**src/common/pdm_pkg.sv**
```systemverilog
package pdm_pkg;

    // ------------------------------------------------------------------
    // Register map and reset values
    // ------------------------------------------------------------------
    localparam logic [7:0] PDM_OFS_REQ_TOTAL_B0 = 8'hBC;
    localparam logic [7:0] PDM_OFS_REQ_TOTAL_B1 = 8'hBD;
    localparam logic [7:0] PDM_OFS_REQ_TOTAL_B2 = 8'hBE;
    localparam logic [7:0] PDM_OFS_REQ_TOTAL_B3 = 8'hBF;
    localparam logic [7:0] PDM_OFS_LONGEST_B0 = 8'hC0;
    localparam logic [7:0] PDM_OFS_LONGEST_B1 = 8'hC1;
    localparam logic [7:0] PDM_OFS_CONTROL = 8'hDF;

    localparam int PDM_ENABLE_BIT = 0;
    localparam logic [31:0] PDM_REQ_TOTAL_RST = 32'h0000_0000;
    localparam logic [15:0] PDM_LONGEST_RST = 16'h0000;
    localparam logic PDM_ENABLE_RST = 1'b0;
    localparam logic [7:0] PDM_RDATA_RST = 8'h00;

    // ------------------------------------------------------------------
    // Types
    // ------------------------------------------------------------------
    typedef enum logic {
        PDM_IDLE,
        PDM_IN_BURST
    } pdm_burst_state_e;

    typedef struct packed {
        logic burst_active;
        logic dw_phase;
        logic request;
    } pdm_event_s;

    typedef struct packed {
        logic req_pulse;
        logic burst_end;
        logic [15:0] burst_dw;
    } pdm_meter_s;

endpackage

```
**src/logic/pdm_burst_meter.sv**
```systemverilog
`timescale 1ns/1ps
`default_nettype none

module pdm_burst_meter
    import pdm_pkg::*;
#(
    parameter int DW_WIDTH = 16
) (
    input wire logic clk,
    input wire logic rst,
    input wire logic enable,
    input wire pdm_event_s evt,
    output pdm_meter_s meter
);

    // ------------------------------------------------------------------
    // Burst tracking and request edge detection
    // ------------------------------------------------------------------
    pdm_burst_state_e state_q, state_d;
    logic [DW_WIDTH-1:0] dw_cnt_q, dw_cnt_d;
    logic req_prev_q;
    logic end_q, end_d;
    logic pulse_q, pulse_d;
    logic [DW_WIDTH-1:0] last_q, last_d;

    always_comb begin
        state_d = state_q;
        dw_cnt_d = dw_cnt_q;
        end_d = 1'b0;
        last_d = last_q;
        // Only a rising request inside an enabled write burst counts.
        pulse_d = enable && evt.burst_active && evt.request && !req_prev_q;
        case (state_q)
            PDM_IDLE: begin
                dw_cnt_d = '0;
                if (evt.burst_active) begin
                    state_d = PDM_IN_BURST;
                    if (enable && evt.dw_phase) begin
                        dw_cnt_d = DW_WIDTH'(1);
                    end
                end
            end
            PDM_IN_BURST: begin
                if (!evt.burst_active) begin
                    state_d = PDM_IDLE;
                    end_d = enable;
                    last_d = dw_cnt_q;
                end else if (enable && evt.dw_phase && !(&dw_cnt_q)) begin
                    dw_cnt_d = dw_cnt_q + DW_WIDTH'(1);
                end
            end
            default: begin
                state_d = PDM_IDLE;
            end
        endcase
    end

    always_ff @(posedge clk or posedge rst) begin
        if (rst) begin
            state_q <= PDM_IDLE;
            dw_cnt_q <= '0;
            req_prev_q <= 1'b0;
            end_q <= 1'b0;
            pulse_q <= 1'b0;
            last_q <= '0;
        end else begin
            state_q <= state_d;
            dw_cnt_q <= dw_cnt_d;
            req_prev_q <= evt.request;
            end_q <= end_d;
            pulse_q <= pulse_d;
            last_q <= last_d;
        end
    end

    assign meter.req_pulse = pulse_q;
    assign meter.burst_end = end_q;
    assign meter.burst_dw = 16'(last_q);

endmodule

`default_nettype wire

```
**src/logic/pci_dma_perf_monitor.sv**
```systemverilog
// How it works
// - A 32-bit total counts bus requests raised during write-invalidate FIFO bursts.
// - The request total wraps from all ones back to zero and keeps counting.
// - A 16-bit record keeps the most doublewords seen in one write burst.
// - Reading the high byte of the longest-burst record returns it, then clears it to zero unless an enabled burst with a nonzero count ends in that cycle.
// - Sequencer or host may set or clear the single monitoring enable bit.
// - The enable gates every monitor counter, including those kept in other blocks.
// - With enable at one, counters count only during write bursts (WR_BURST_ACTIVE high).
// - Other blocks gate burst, latency and SCSI tick counts with the same enable.
// - With enable at zero every counter holds its value; the longest record still clears on read.
// - Counters stay frozen while disabled, but the burst state, request edge and last-burst registers keep toggling.
// - Control bits 7 to 1 read zero; the enable resets to zero.
`timescale 1ns/1ps
`default_nettype none

module pci_dma_perf_monitor
    import pdm_pkg::*;
#(
    parameter int DW_WIDTH = 16
) (
    input wire logic SYS_CLK,
    input wire logic RESET,
    input wire logic [7:0] REG_ADDR,
    input wire logic REG_WR,
    input wire logic REG_RD,
    input wire logic [7:0] REG_WDATA,
    output logic [7:0] REG_RDATA,
    input wire logic BUS_REQUEST_LINE,
    input wire logic WR_BURST_ACTIVE,
    input wire logic DW_PHASE,
    output logic MONITOR_UPDATE_ENABLE
);

    // ------------------------------------------------------------------
    // Burst meter
    // ------------------------------------------------------------------
    pdm_event_s evt;
    pdm_meter_s meter;
    logic enable_q, enable_d;

    assign evt.burst_active = WR_BURST_ACTIVE;
    assign evt.dw_phase = DW_PHASE;
    assign evt.request = BUS_REQUEST_LINE;

    pdm_burst_meter #(
        .DW_WIDTH(DW_WIDTH)
    ) u_meter (
        .clk(SYS_CLK),
        .rst(RESET),
        .enable(enable_q),
        .evt(evt),
        .meter(meter)
    );

    // ------------------------------------------------------------------
    // Counters and control register
    // ------------------------------------------------------------------
    logic [31:0] req_total_q, req_total_d;
    logic [15:0] longest_q, longest_d;
    logic [7:0] rdata_q, rdata_d;
    logic clr_longest;
    logic [15:0] longest_base;

    assign clr_longest = REG_RD && (REG_ADDR == PDM_OFS_LONGEST_B1);

    always_comb begin
        enable_d = enable_q;
        req_total_d = req_total_q;
        longest_d = longest_q;
        longest_base = longest_q;
        if (REG_WR && (REG_ADDR == PDM_OFS_CONTROL)) begin
            enable_d = REG_WDATA[PDM_ENABLE_BIT];
        end
        if (enable_q && meter.req_pulse) begin
            req_total_d = req_total_q + 32'h0000_0001;
        end
        if (clr_longest) begin
            longest_base = 16'h0000;
            longest_d = 16'h0000;
        end
        if (enable_q && meter.burst_end && (16'(meter.burst_dw) > longest_base)) begin
            longest_d = 16'(meter.burst_dw);
        end
    end

    // ------------------------------------------------------------------
    // Register read port
    // ------------------------------------------------------------------
    always_comb begin
        rdata_d = rdata_q;
        if (REG_RD) begin
            if (REG_ADDR == PDM_OFS_REQ_TOTAL_B0) begin
                rdata_d = req_total_q[7:0];
            end else if (REG_ADDR == PDM_OFS_REQ_TOTAL_B1) begin
                rdata_d = req_total_q[15:8];
            end else if (REG_ADDR == PDM_OFS_REQ_TOTAL_B2) begin
                rdata_d = req_total_q[23:16];
            end else if (REG_ADDR == PDM_OFS_REQ_TOTAL_B3) begin
                rdata_d = req_total_q[31:24];
            end else if (REG_ADDR == PDM_OFS_LONGEST_B0) begin
                rdata_d = longest_q[7:0];
            end else if (REG_ADDR == PDM_OFS_LONGEST_B1) begin
                rdata_d = longest_q[15:8];
            end else if (REG_ADDR == PDM_OFS_CONTROL) begin
                rdata_d = {7'h00, enable_q};
            end else begin
                rdata_d = 8'h00;
            end
        end
    end

    always_ff @(posedge SYS_CLK or posedge RESET) begin
        if (RESET) begin
            enable_q <= PDM_ENABLE_RST;
            req_total_q <= PDM_REQ_TOTAL_RST;
            longest_q <= PDM_LONGEST_RST;
            rdata_q <= PDM_RDATA_RST;
        end else begin
            enable_q <= enable_d;
            req_total_q <= req_total_d;
            longest_q <= longest_d;
            rdata_q <= rdata_d;
        end
    end

    assign REG_RDATA = rdata_q;
    // Neighbouring read-side, latency and SCSI counters use this gate.
    assign MONITOR_UPDATE_ENABLE = enable_q;
endmodule

`default_nettype wire

```
**config.mk**
```make
export PLATFORM = sky130hd
export DESIGN_NAME = pci_dma_perf_monitor
export DESIGN_NICKNAME = d
export VERILOG_FILES = /design/src/common/pdm_pkg.sv /design/src/logic/pdm_burst_meter.sv /design/src/logic/pci_dma_perf_monitor.sv
export SDC_FILE = /design/constraint.sdc
export NUM_CORES = 1
export LEC_CHECK = 0
export BUFFER_PORTS_ARGS = -buffer_cell sky130_fd_sc_hd__buf_4
export CORE_ASPECT_RATIO = 1.1
export CORE_MARGIN = 1.5
export CORE_UTILIZATION = 50
export DETAILED_ROUTE_END_ITERATION = 7
export PLACE_DENSITY = 0.68
export SETUP_SLACK_MARGIN = 0.3
export SYNTH_ARGS = -nofsm -noshare
export SYNTH_HDL_FRONTEND = slang
export SYNTH_SLANG_ARGS = --single-unit
```
**constraint.sdc**
```tcl
create_clock -name SYS_CLK -period 3.6 [get_ports SYS_CLK]
set_input_delay 0.72 -clock SYS_CLK [delete_from_list [all_inputs] [get_ports SYS_CLK]]
set_output_delay 0.72 -clock SYS_CLK [all_outputs]
set_load 0.02 [all_outputs]
```
==> impl_metrics.xml, run 1 <==
<?xml version="1.0" encoding="UTF-8"?>
<metrics>
  <group name="critical_path">
    <metric name="critPathMostFrequentCell" unit="">sky130_fd_sc_hd__buf_4</metric>
    <metric name="critPathKind" unit="">input port to register</metric>
    <metric name="timing.critical_path.from_type" unit="">input port</metric>
    <metric name="worstPathRequired" unit="ns">3.85</metric>
    <metric name="critical_path_peak_fanout" unit="">16</metric>
    <metric name="worst_path_largest_cell_delay" unit="ns">0.40</metric>
    <metric name="timing.critical_path.to_type" unit="">register</metric>
    <metric name="arrival" unit="ns">3.25</metric>
    <metric name="cp_slowest_cell" unit="">sky130_fd_sc_hd__nor4_1</metric>
    <metric name="crit_path_cell_trace" unit="">buf_4 &gt; and4bb_2 &gt; nand4_1 &gt; buf_12 &gt; nand2_4 &gt; ha_4 &gt; nand4_4 &gt; nor4_1 &gt; a21boi_0 &gt; o41ai_4 &gt; buf_4 &gt; mux2_4</metric>
  </group>
  <group name="global_routing">
    <metric name="number_of_antenna_violations_at_the_first_check_in_global_routing" unit="">0</metric>
    <metric name="grt_pass1_wl" unit="µm">17590</metric>
    <metric name="number_of_global_route_vias_before_repair" unit="">3559</metric>
    <metric name="grt_overflow_total" unit="">0</metric>
    <metric name="grt_max_degree" unit="">51</metric>
    <metric name="groute.usage.overall" unit="%">21.26</metric>
  </group>
  <group name="floorplanning">
    <metric name="die_footprint" unit="µm²">10470</metric>
    <metric name="core_area" unit="µm²">9490</metric>
    <metric name="rows" unit="">37</metric>
    <metric name="fp.dieW" unit="µm">97.70</metric>
    <metric name="die_h" unit="µm">107.2</metric>
    <metric name="start_util" unit="%">51.97</metric>
    <metric name="io_pins" unit="">32</metric>
  </group>
  <group name="timing">
    <metric name="slew_headroom" unit="%">41.76</metric>
    <metric name="final_hold_viol_count" unit="">0</metric>
    <metric name="worst-slew-pin-transition" unit="ns">0.8726</metric>
    <metric name="finalWorstSetupSlack" unit="ns">0.6031</metric>
    <metric name="clock.fmax" unit="MHz">333.7</metric>
    <metric name="fin_worst_skew" unit="ns">0.01477</metric>
    <metric name="unrepaired_setup_endpoints_after_global_routing" unit="">false</metric>
    <metric name="slew_violations" unit="">0</metric>
    <metric name="finalHoldWorstSlack" unit="ns">0.4675</metric>
    <metric name="tns_setup" unit="ns">0</metric>
    <metric name="post-route-min-period" unit="ns">2.997</metric>
    <metric name="setup-violations-final" unit="">0</metric>
    <metric name="final.period_utilization" unit="%">83.25</metric>
  </group>
  <group name="clock_tree">
    <metric name="worst_skew_pair.late_latency" unit="ns">0.36</metric>
    <metric name="clock-sinks" unit="">93</metric>
    <metric name="htree_num_levels" unit="">3</metric>
    <metric name="cts.clk_slew.worst_paths" unit="ns">0.10</metric>
    <metric name="numCtsBuffers" unit="">9</metric>
    <metric name="cts_tree" unit="">built</metric>
    <metric name="hold_buffers" unit="">0</metric>
    <metric name="clock_tree.root_cell" unit="">sky130_fd_sc_hd__clkbuf_8</metric>
    <metric name="cts-root-to-sink-buffers" unit="">2</metric>
  </group>
  <group name="synthesis">
    <metric name="synth_edf_count" unit="">0</metric>
    <metric name="synthesized_area_per_cell" unit="µm²">10.52</metric>
    <metric name="synth.yosys.seq_area_share" unit="%">47.18</metric>
    <metric name="synth_cell_type_count" unit="">52</metric>
    <metric name="yosys.cell_count.top_type" unit="">sky130_fd_sc_hd__dfrtp_1</metric>
    <metric name="yosys.area.top_type" unit="">sky130_fd_sc_hd__dfrtp_1</metric>
    <metric name="mappedNetlistNets" unit="">510</metric>
    <metric name="post_synth_most_frequent_cells" unit="">sky130_fd_sc_hd__dfrtp_1 (93), sky130_fd_sc_hd__nand2_1 (49), sky130_fd_sc_hd__xnor2_1 (35), sky130_fd_sc_hd__nand3_1 (26), sky130_fd_sc_hd__mux2_2 (23)</metric>
    <metric name="syn_area" unit="µm²">4932</metric>
    <metric name="syn_inst" unit="">469</metric>
    <metric name="asyncSetResetFlopFracSynth" unit="%">100.0</metric>
    <metric name="synth_top_cells_by_area" unit="">sky130_fd_sc_hd__dfrtp_1 (47%), sky130_fd_sc_hd__xnor2_1 (6.2%), sky130_fd_sc_hd__mux2_2 (5.3%), sky130_fd_sc_hd__ha_1 (4.6%), sky130_fd_sc_hd__nand2_1 (3.7%)</metric>
    <metric name="synth.ff_latch_count" unit="">93</metric>
    <metric name="synth_top_flop_cell" unit="">sky130_fd_sc_hd__dfrtp_1</metric>
    <metric name="ys_warn_count" unit="">0</metric>
    <metric name="synthDominantCellAreaShare" unit="%">47.18</metric>
  </group>
  <group name="final_layout">
    <metric name="nFillCells" unit="">824</metric>
    <metric name="nets" unit="">541</metric>
    <metric name="share_of_final_layout_standard_cells_stronger_than_drive_strength_1" unit="%">18.22</metric>
    <metric name="design_area" unit="µm²">5594</metric>
    <metric name="antenna_cells" unit="">0</metric>
    <metric name="syn_to_final_growth" unit="%">13.42</metric>
    <metric name="footprint_of_the_multi_input_gates" unit="µm²">2550</metric>
    <metric name="ff_latch_area" unit="µm²">2327</metric>
  </group>
  <group name="placed_design">
    <metric name="last_weighted_congestion_value_of_the_routability_driven_placer" unit="">0.7995</metric>
    <metric name="place_worst_setup_slack" unit="ns">-0.02957</metric>
    <metric name="hpwl" unit="µm">7384</metric>
    <metric name="io_buffer_count" unit="">24</metric>
    <metric name="placedInstanceArea" unit="µm²">5386</metric>
  </group>
  <group name="routing">
    <metric name="ant_nets" unit="">0</metric>
    <metric name="drc" unit="">0</metric>
    <metric name="drt-met1-wl" unit="µm">4469</metric>
    <metric name="total_number_of_vias" unit="">3581</metric>
    <metric name="top_layer" unit="">met4</metric>
    <metric name="first_iter_violations" unit="">179</metric>
    <metric name="drt_pass1_iterations" unit="">6</metric>
    <metric name="post_drt_via_cell_ratio" unit="">5.757</metric>
    <metric name="drt-total-wl" unit="µm">10100</metric>
    <metric name="avgRoutedWirePerCell" unit="µm">16.24</metric>
    <metric name="met3_length" unit="µm">317</metric>
    <metric name="wire_length_on_met2" unit="µm">5113</metric>
  </group>
  <group name="pwr">
    <metric name="seq_power_share" unit="%">55.2</metric>
    <metric name="intPower" unit="W">0.001462</metric>
    <metric name="share_of_power_burned_in_combinational_logic" unit="%">8.2</metric>
    <metric name="power.net_switching" unit="W">0.0005012</metric>
    <metric name="power_switching_share" unit="%">25.53</metric>
    <metric name="total_leakage_power" unit="nW">2.565</metric>
    <metric name="clock_power_share" unit="%">36.5</metric>
    <metric name="ir_drop" unit="mV">0.2205</metric>
    <metric name="power_density" unit="nW/µm²">350.9</metric>
  </group>
  <group name="outcome">
    <metric name="run_status" unit="">completed</metric>
  </group>
  <group name="hold_path">
    <metric name="hold_class" unit="">input port to register</metric>
  </group>
  <group name="run">
    <metric name="drv.max_cap_violation_count" unit="">0</metric>
  </group>
</metrics>
## registers in the layout (all words and copies together), names as in the netlist, 8 cells and up
register,flops
REG_RDATA,8
req_total_q,32
u_meter.dw_cnt_q,16
longest_q,16
u_meter.last_q,16
## power groups by stage
stage          clock [W]  combinational [W]  sequential, W
2_1_floorplan          0          0.0000986        0.00111
3_5_place_dp           0           0.000164        0.00111
5_1_grt         0.000775           0.000182        0.00109
6_report        0.000717           0.000162        0.00108
4_1_cts         0.000738           0.000165        0.00109
3_3_place_gp           0           0.000160        0.00110
## cells in the final DEF, fill, tap and decap left out, drive strengths merged, types with 2 or more instances in the layout
master and instances:
a21boi 5, a21oi 19, a22oi 8, and2 13, and3 2, and4 9
and4b 3, buf 35, clkbuf 10, clkinv 3, clkinvlp 2, dfrtp 93
ha 18, inv 22, mux2 24, mux2i 18, nand2 49, nand2b 11
nand3 27, nand4 15, nor2 13, nor2b 2, nor3 7, nor4 4
o2111ai 2, o211ai 5, o21a 2, o21ai 10, o22ai 7, o2bb2ai 7
o311ai 2, o31ai 2, o41ai 2, or3 4, xnor2 35, xor2 5
## metrics by stage
| step | utilization, % | instances | power, W |
|---|---|---|---|
| global placement | 56.76 | 605 | 0.001265 |
| finish | 58.95 | 622 | 0.001963 |
| floorplan | - | 469 | 0.001207 |
| detailed placement | 56.76 | 605 | 0.001270 |
| CTS | 58.85 | 621 | 0.001988 |
| global route | 58.95 | 622 | 0.002045 |
## final timing paths
path | cells after the start | from | to | slack (ns)
max | 12 | REG_ADDR[6] | longest_q[0]$_DFF_PP0_ | 0.60
min | 1 | BUS_REQUEST_LINE | u_meter.req_prev_q$_DFF_PP0_ | 0.47
max reg2reg | 6 | req_total_q[1]$_DFFE_PP0P_ | req_total_q[22]$_DFFE_PP0P_ | 1.23
min reg2reg | 1 | req_total_q[11]$_DFFE_PP0P_ | req_total_q[11]$_DFFE_PP0P_ | 0.48
max in group asynchronous | 3 | RESET | longest_q[1]$_DFF_PP0_ | 2.38
min in group asynchronous | 2 | RESET | longest_q[12]$_DFF_PP0_ | 0.52
## area by class of cell
cell class | count | area share, %
Tap cell | 117 | 2.617
Clock inverter | 6 | 1.275
Sequential cell | 93 | 41.60
Inverter | 22 | 1.499
Multi-Input combinational cell | 339 | 45.58
Timing Repair Buffer | 35 | 5.144
Clock buffer | 10 | 2.281
## worst max-delay path: cells and delay by family
family | cells | cell delay [ns]
compound gates | 2 | 0.51
buf+inv | 3 | 0.48
mux | 1 | 0.29
fa+ha+maj | 1 | 0.28
simple gates | 5 | 0.98
## cell families (layout without fill, tap and decap cells)
| group | Yosys count | after routing | share of synthesized area (%) |
|---|---|---|---|
| adder cells (fa/ha/maj) | 18 | 18 | 4.566 |
| flip-flops | 93 | 93 | 47.18 |
| AND/OR/NAND/NOR | 164 | 164 | 18.24 |
| buffers and inverters | 37 | 73 | 3.171 |
| AO/OA/AOI/OAI | 75 | 75 | 10.53 |
| multiplexers | 42 | 42 | 9.208 |
| XOR/XNOR | 40 | 40 | 7.103 |
## layer usage
layer,up-vias,track usage [%]
met5,-,0
met4,0,9.082
met3,11,3.064
met2,61,36.21
met1,1764,27.15
li1,1745,-
## timing repair
action	CTS	global route
gates resized for setup	0	1
endpoints found under the setup margin	0	12
buffers inserted	0	1
Note: power is estimated with default switching activity, not from simulation.
==> run 2, diff against run 1 <==
- PLACE_DENSITY: 0.68 -> 0.7
- clock period: 3.6 -> 2.5 ns (I/O delays scaled with it)
==> impl_metrics.xml, run 2 (synthesis gave the netlist of run 1 again) <==
<?xml version="1.0" encoding="UTF-8"?>
<metrics>
  <group name="outcome">
    <metric name="run_status" unit="">finished, violations left</metric>
    <metric name="failed_checks" unit="">negative setup slack</metric>
  </group>
  <group name="pwr">
    <metric name="power" unit="W">0.002801</metric>
    <metric name="total_leakage_power" unit="nW">2.671</metric>
    <metric name="power_density" unit="nW/µm²">477.7</metric>
    <metric name="ir_drop" unit="mV">0.3367</metric>
  </group>
  <group name="critical_path">
    <metric name="timing.critical_path.to_type" unit="">register</metric>
    <metric name="arrival" unit="ns">3.03</metric>
    <metric name="crit_path_cell_trace" unit="">buf_6 &gt; and4bb_2 &gt; nand4_1 &gt; buf_6 &gt; buf_12 &gt; nand2_4 &gt; ha_4 &gt; a21oi_2 &gt; nor2_1 &gt; or3_4 &gt; o41ai_4 &gt; buf_4 &gt; buf_12 &gt; mux2i_1</metric>
    <metric name="critPathKind" unit="">input port to register</metric>
    <metric name="timing.critical_path.from_type" unit="">input port</metric>
    <metric name="cp_slowest_cell" unit="">sky130_fd_sc_hd__or3_4</metric>
    <metric name="worstPathRequired" unit="ns">2.78</metric>
    <metric name="critical_path_peak_fanout" unit="">8</metric>
    <metric name="r2r_setup_slack" unit="ns">0.21</metric>
    <metric name="worst_path_largest_cell_delay" unit="ns">0.37</metric>
  </group>
  <group name="routing">
    <metric name="wire_length_on_met2" unit="µm">5464</metric>
    <metric name="post_drt_via_cell_ratio" unit="">5.821</metric>
    <metric name="drt_pass1_iterations" unit="">4</metric>
    <metric name="drt-total-wl" unit="µm">10560</metric>
    <metric name="met3_length" unit="µm">288</metric>
    <metric name="avgRoutedWirePerCell" unit="µm">16.56</metric>
    <metric name="total_number_of_vias" unit="">3714</metric>
    <metric name="ant_nets" unit="">0</metric>
    <metric name="top_layer" unit="">met4</metric>
    <metric name="first_iter_violations" unit="">125</metric>
    <metric name="drc" unit="">0</metric>
    <metric name="drt-met1-wl" unit="µm">4592</metric>
  </group>
  <group name="floorplanning">
    <metric name="io_pins" unit="">32</metric>
    <metric name="die_footprint" unit="µm²">10470</metric>
    <metric name="fp.dieW" unit="µm">97.70</metric>
    <metric name="start_util" unit="%">51.97</metric>
    <metric name="die_h" unit="µm">107.2</metric>
    <metric name="core_area" unit="µm²">9490</metric>
    <metric name="rows" unit="">37</metric>
  </group>
  <group name="run">
    <metric name="drv.max_cap_violation_count" unit="">0</metric>
  </group>
  <group name="clock_tree">
    <metric name="clock_tree.root_cell" unit="">sky130_fd_sc_hd__clkbuf_8</metric>
    <metric name="numCtsBuffers" unit="">9</metric>
    <metric name="cts.clk_slew.worst_paths" unit="ns">0.09</metric>
    <metric name="worst_skew_pair.late_latency" unit="ns">0.37</metric>
    <metric name="hold_buffers" unit="">0</metric>
    <metric name="cts_tree" unit="">built</metric>
    <metric name="htree_num_levels" unit="">3</metric>
    <metric name="cts-root-to-sink-buffers" unit="">2</metric>
    <metric name="clock-sinks" unit="">93</metric>
  </group>
  <group name="timing">
    <metric name="unrepaired_setup_endpoints_after_global_routing" unit="">true</metric>
    <metric name="setup-violations-final" unit="">16</metric>
    <metric name="final_hold_viol_count" unit="">0</metric>
    <metric name="slew_violations" unit="">0</metric>
    <metric name="post-route-min-period" unit="ns">2.756</metric>
    <metric name="worst-slew-pin-transition" unit="ns">0.7727</metric>
    <metric name="slew_headroom" unit="%">48.49</metric>
    <metric name="final.period_utilization" unit="%">110.2</metric>
    <metric name="finalWorstSetupSlack" unit="ns">-0.2559</metric>
    <metric name="finalHoldWorstSlack" unit="ns">0.1729</metric>
    <metric name="clock.fmax" unit="MHz">362.9</metric>
    <metric name="fin_worst_skew" unit="ns">0.01262</metric>
  </group>
  <group name="final_layout">
    <metric name="final_core_density" unit="%">61.79</metric>
    <metric name="nFillCells" unit="">788</metric>
    <metric name="antenna_cells" unit="">0</metric>
    <metric name="design_area" unit="µm²">5864</metric>
    <metric name="largest_reg_flops" unit="">32</metric>
    <metric name="share_of_final_layout_standard_cells_stronger_than_drive_strength_1" unit="%">23.22</metric>
    <metric name="mostFrequentLayoutCell" unit="">sky130_fd_sc_hd__dfrtp_1</metric>
    <metric name="syn_to_final_growth" unit="%">18.90</metric>
    <metric name="regMostFlops" unit="">req_total_q</metric>
    <metric name="layout.cells.most_common_list" unit="">sky130_fd_sc_hd__dfrtp_1 (93), sky130_fd_sc_hd__buf_4 (43), sky130_fd_sc_hd__nand2_1 (40), sky130_fd_sc_hd__xnor2_1 (35), sky130_fd_sc_hd__nand3_1 (26)</metric>
    <metric name="nets" unit="">557</metric>
  </group>
  <group name="global_routing">
    <metric name="number_of_global_route_vias_before_repair" unit="">3714</metric>
    <metric name="groute.usage.overall" unit="%">21.50</metric>
    <metric name="grt_max_degree" unit="">45</metric>
    <metric name="number_of_antenna_violations_at_the_first_check_in_global_routing" unit="">0</metric>
    <metric name="grt_pass1_wl" unit="µm">17860</metric>
    <metric name="grt_overflow_total" unit="">0</metric>
  </group>
  <group name="placed_design">
    <metric name="placedInstanceArea" unit="µm²">5492</metric>
    <metric name="last_weighted_congestion_value_of_the_routability_driven_placer" unit="">0.7875</metric>
    <metric name="io_buffer_count" unit="">24</metric>
    <metric name="hpwl" unit="µm">7610</metric>
    <metric name="place_worst_setup_slack" unit="ns">-0.6218</metric>
  </group>
  <group name="hold_path">
    <metric name="hold_class" unit="">input port to async pin</metric>
  </group>
</metrics>
## run 2: changes by cell type in the layout (fill, tap and decap cells not counted), sizes merged
cell      previous run  this run
bufinv               1         0
inv                 22        25
clkinvlp             2         1
buf                 35        50
## run 2: routing by layer
layer,GRT usage (%),up-vias
met5,0,-
met2,37.20,65
li1,-,1788
met1,27.63,1845
met3,3.520,16
met4,6.939,0
## run 2: where the power goes
group          internal, W  total, W  switching [W]
combinational     0.000115  0.000260       0.000145
sequential         0.00154   0.00156      0.0000278
clock             0.000385  0.000977       0.000592
## run 2: layout make-up
type	count	area [µm²]	area share [%]
Clock buffer	9	123.9	2.112
Inverter	22	86.33	1.472
Multi-Input combinational cell	339	2648	45.15
Clock inverter	7	63.81	1.088
Tap cell	117	146.4	2.496
Timing Repair Buffer	51	469.2	8.001
Sequential cell	93	2327	39.68
## run 2: repair_timing
item,CTS,global route
gates resized for setup,18,4
hold endpoints to repair,0,0
pin swaps,6,2
setup endpoints to repair,16,21
setup buffers,1,2
cloned,1,1
## run 2: final timing paths
check,from,endpoint,depth (start not counted)
setup / recovery,REG_ADDR[4],longest_q[5]$_DFF_PP0_,14
setup reg to reg,longest_q[12]$_DFF_PP0_,longest_q[5]$_DFF_PP0_,9
max in group asynchronous,RESET,req_total_q[16]$_DFFE_PP0P_,3
hold / removal,RESET,longest_q[13]$_DFF_PP0_,2
hold reg to reg,req_total_q[31]$_DFFE_PP0P_,req_total_q[31]$_DFFE_PP0P_,1
min in group SYS_CLK,BUS_REQUEST_LINE,u_meter.req_prev_q$_DFF_PP0_,1
## run 2: stage by stage
step | setup TNS (ns) | instances
floorplan | -10.43 | 469
global placement | -9.187 | 617
detailed placement | -9.663 | 617
CTS | -2.075 | 635
global route | -4.568 | 638
finish | -3.561 | 638
## run 2: worst max-delay path: cells and delay by family
family / cells / cell delay [ns]
buf+inv: 5 / 0.72
compound gates: 2 / 0.49
simple gates: 5 / 0.89
mux: 1 / 0.20
fa+ha+maj: 1 / 0.21
==> run 3, diff against run 2 <==
- CORE_ASPECT_RATIO: 1.1 -> 0.8
==> impl_metrics.xml, run 3 (synthesis gave the netlist of run 1 again) <==
<?xml version="1.0" encoding="UTF-8"?>
<metrics>
  <group name="final_layout">
    <metric name="footprint_of_the_multi_input_gates" unit="µm²">2679</metric>
    <metric name="regMostFlops" unit="">req_total_q</metric>
    <metric name="nFillCells" unit="">766</metric>
    <metric name="share_of_final_layout_standard_cells_stronger_than_drive_strength_1" unit="%">24.33</metric>
    <metric name="layout.cells.most_common_list" unit="">sky130_fd_sc_hd__dfrtp_1 (93), sky130_fd_sc_hd__buf_4 (45), sky130_fd_sc_hd__nand2_1 (36), sky130_fd_sc_hd__xnor2_1 (35), sky130_fd_sc_hd__nand3_1 (26)</metric>
    <metric name="antenna_cells" unit="">0</metric>
    <metric name="design_area" unit="µm²">6010</metric>
    <metric name="mostFrequentLayoutCell" unit="">sky130_fd_sc_hd__dfrtp_1</metric>
    <metric name="nets" unit="">558</metric>
    <metric name="syn_to_final_growth" unit="%">21.84</metric>
    <metric name="largest_reg_flops" unit="">32</metric>
    <metric name="ff_latch_area" unit="µm²">2327</metric>
  </group>
  <group name="clock_tree">
    <metric name="cts-root-to-sink-buffers" unit="">2</metric>
    <metric name="cts.clk_slew.worst_paths" unit="ns">0.07</metric>
    <metric name="clock_tree.root_cell" unit="">sky130_fd_sc_hd__clkbuf_16</metric>
    <metric name="hold_buffers" unit="">0</metric>
    <metric name="cts_tree" unit="">built</metric>
    <metric name="numCtsBuffers" unit="">9</metric>
    <metric name="clock-sinks" unit="">93</metric>
    <metric name="htree_num_levels" unit="">3</metric>
    <metric name="worst_skew_pair.late_latency" unit="ns">0.35</metric>
  </group>
  <group name="routing">
    <metric name="first_iter_violations" unit="">232</metric>
    <metric name="drt-total-wl" unit="µm">11160</metric>
    <metric name="top_layer" unit="">met4</metric>
    <metric name="drt-met1-wl" unit="µm">5461</metric>
    <metric name="avgRoutedWirePerCell" unit="µm">17.41</metric>
    <metric name="met3_length" unit="µm">678</metric>
    <metric name="drt_pass1_iterations" unit="">4</metric>
    <metric name="drc" unit="">0</metric>
    <metric name="wire_length_on_met2" unit="µm">4861</metric>
    <metric name="post_drt_via_cell_ratio" unit="">5.825</metric>
    <metric name="ant_nets" unit="">0</metric>
    <metric name="total_number_of_vias" unit="">3734</metric>
  </group>
  <group name="timing">
    <metric name="final.period_utilization" unit="%">110.6</metric>
    <metric name="slew_violations" unit="">0</metric>
    <metric name="setup-violations-final" unit="">16</metric>
    <metric name="worst-slew-pin-transition" unit="ns">0.7862</metric>
    <metric name="finalHoldWorstSlack" unit="ns">0.1725</metric>
    <metric name="final_hold_viol_count" unit="">0</metric>
    <metric name="slew_headroom" unit="%">47.59</metric>
    <metric name="unrepaired_setup_endpoints_after_global_routing" unit="">true</metric>
    <metric name="clock.fmax" unit="MHz">361.5</metric>
    <metric name="fin_worst_skew" unit="ns">0.01030</metric>
    <metric name="finalWorstSetupSlack" unit="ns">-0.2661</metric>
    <metric name="post-route-min-period" unit="ns">2.766</metric>
  </group>
  <group name="global_routing">
    <metric name="number_of_antenna_violations_at_the_first_check_in_global_routing" unit="">1</metric>
    <metric name="groute.usage.overall" unit="%">23.46</metric>
    <metric name="grt_max_degree" unit="">76</metric>
    <metric name="grt_overflow_total" unit="">0</metric>
    <metric name="number_of_global_route_vias_before_repair" unit="">3661</metric>
    <metric name="grt_pass1_wl" unit="µm">18980</metric>
  </group>
  <group name="outcome">
    <metric name="run_status" unit="">finished, violations left</metric>
    <metric name="failed_checks" unit="">negative setup slack</metric>
  </group>
  <group name="pwr">
    <metric name="power_density" unit="nW/µm²">540.1</metric>
    <metric name="ir_drop" unit="mV">0.3982</metric>
    <metric name="power" unit="W">0.003246</metric>
    <metric name="total_leakage_power" unit="nW">2.714</metric>
  </group>
  <group name="critical_path">
    <metric name="worstPathRequired" unit="ns">2.73</metric>
    <metric name="r2r_end" unit="">longest_q[0]$_DFF_PP0_</metric>
    <metric name="crit_path_end" unit="">longest_q[0]$_DFF_PP0_</metric>
    <metric name="timing.critical_path.to_type" unit="">register</metric>
    <metric name="r2r_setup_slack" unit="ns">0.17</metric>
    <metric name="arrival" unit="ns">3.00</metric>
    <metric name="cp-startpoint" unit="">REG_ADDR[5]</metric>
    <metric name="timing.reg2reg.worst_path_depth" unit="">8</metric>
    <metric name="critPathKind" unit="">input port to register</metric>
    <metric name="r2r_start" unit="">longest_q[14]$_DFF_PP0_</metric>
    <metric name="timing.critical_path.from_type" unit="">input port</metric>
    <metric name="critical_path_peak_fanout" unit="">7</metric>
  </group>
  <group name="placed_design">
    <metric name="placedInstanceArea" unit="µm²">5464</metric>
    <metric name="last_weighted_congestion_value_of_the_routability_driven_placer" unit="">0.9015</metric>
    <metric name="io_buffer_count" unit="">24</metric>
    <metric name="hpwl" unit="µm">7983</metric>
    <metric name="place_worst_setup_slack" unit="ns">-0.6865</metric>
  </group>
  <group name="floorplanning">
    <metric name="start_util" unit="%">51.33</metric>
    <metric name="die_footprint" unit="µm²">10470</metric>
    <metric name="io_pins" unit="">32</metric>
    <metric name="die_h" unit="µm">91.84</metric>
    <metric name="fp.dieW" unit="µm">114.0</metric>
    <metric name="core_area" unit="µm²">9609</metric>
    <metric name="rows" unit="">32</metric>
  </group>
  <group name="hold_path">
    <metric name="hold_class" unit="">input port to async pin</metric>
  </group>
  <group name="run">
    <metric name="drv.max_cap_violation_count" unit="">0</metric>
  </group>
</metrics>
[run 3: power by group]
part,internal (W),switching (W)
sequential,0.00154,0.0000284
combinational,0.000122,0.000153
clock,0.000789,0.000616
[run 3: how the worst min path moves through the flow]
| stage | depth (start not counted) | end |
|---|---|---|
| finish | 2 | req_total_q[23]$_DFFE_PP0P_ |
| global route | 2 | req_total_q[24]$_DFFE_PP0P_ |
| CTS | 2 | req_total_q[23]$_DFFE_PP0P_ |
| detailed placement | 1 | req_total_q[11]$_DFFE_PP0P_ |
| global placement | 1 | req_total_q[11]$_DFFE_PP0P_ |
| floorplan | 1 | req_total_q[31]$_DFFE_PP0P_ |
[run 3: per-layer routing]
| metal | vias up | GRT usage (%) |
|---|---|---|
| li1 | 1800 | - |
| met1 | 1822 | 35.43 |
| met2 | 97 | 33.08 |
| met3 | 15 | 5.618 |
| met4 | 0 | 7.292 |
| met5 | - | 0 |
[run 3: per-stage QoR]
step | util (%) | setup TNS, ns | instances
2_1_floorplan | - | -10.43 | 469
3_3_place_gp | 56.86 | -9.312 | 615
3_5_place_dp | 56.86 | -10.52 | 615
4_1_cts | 62.15 | -2.673 | 638
5_1_grt | 62.54 | -4.159 | 641
6_report | 62.54 | -2.764 | 641
[run 3: cell type report]
type | instances | area share, %
Multi-Input combinational cell | 339 | 44.58
Sequential cell | 93 | 38.73
Timing Repair Buffer | 52 | 7.704
Clock buffer | 9 | 3.748
Tap cell | 119 | 2.478
Inverter | 22 | 1.437
Clock inverter | 7 | 1.333
[run 3: worst max-delay path, cell delays in order]
cell,delay (ns)
sky130_fd_sc_hd__buf_8,0.10
sky130_fd_sc_hd__and4bb_2,0.29
sky130_fd_sc_hd__nand4_1,0.09
sky130_fd_sc_hd__buf_6,0.15
sky130_fd_sc_hd__buf_12,0.14
sky130_fd_sc_hd__nand2_4,0.08
sky130_fd_sc_hd__ha_4,0.20
sky130_fd_sc_hd__a21oi_2,0.12
sky130_fd_sc_hd__nor2_1,0.05
sky130_fd_sc_hd__or3_4,0.37
sky130_fd_sc_hd__o41ai_4,0.43
sky130_fd_sc_hd__buf_4,0.19
sky130_fd_sc_hd__mux2_4,0.29
[run 3: repair_timing]
action / 4_1_cts / 5_1_grt
gates resized for setup: 26 / 3
gates cloned: 1 / 0
setup endpoints to repair: 16 / 16
setup buffers: 6 / 3
pin swaps: 1 / 2
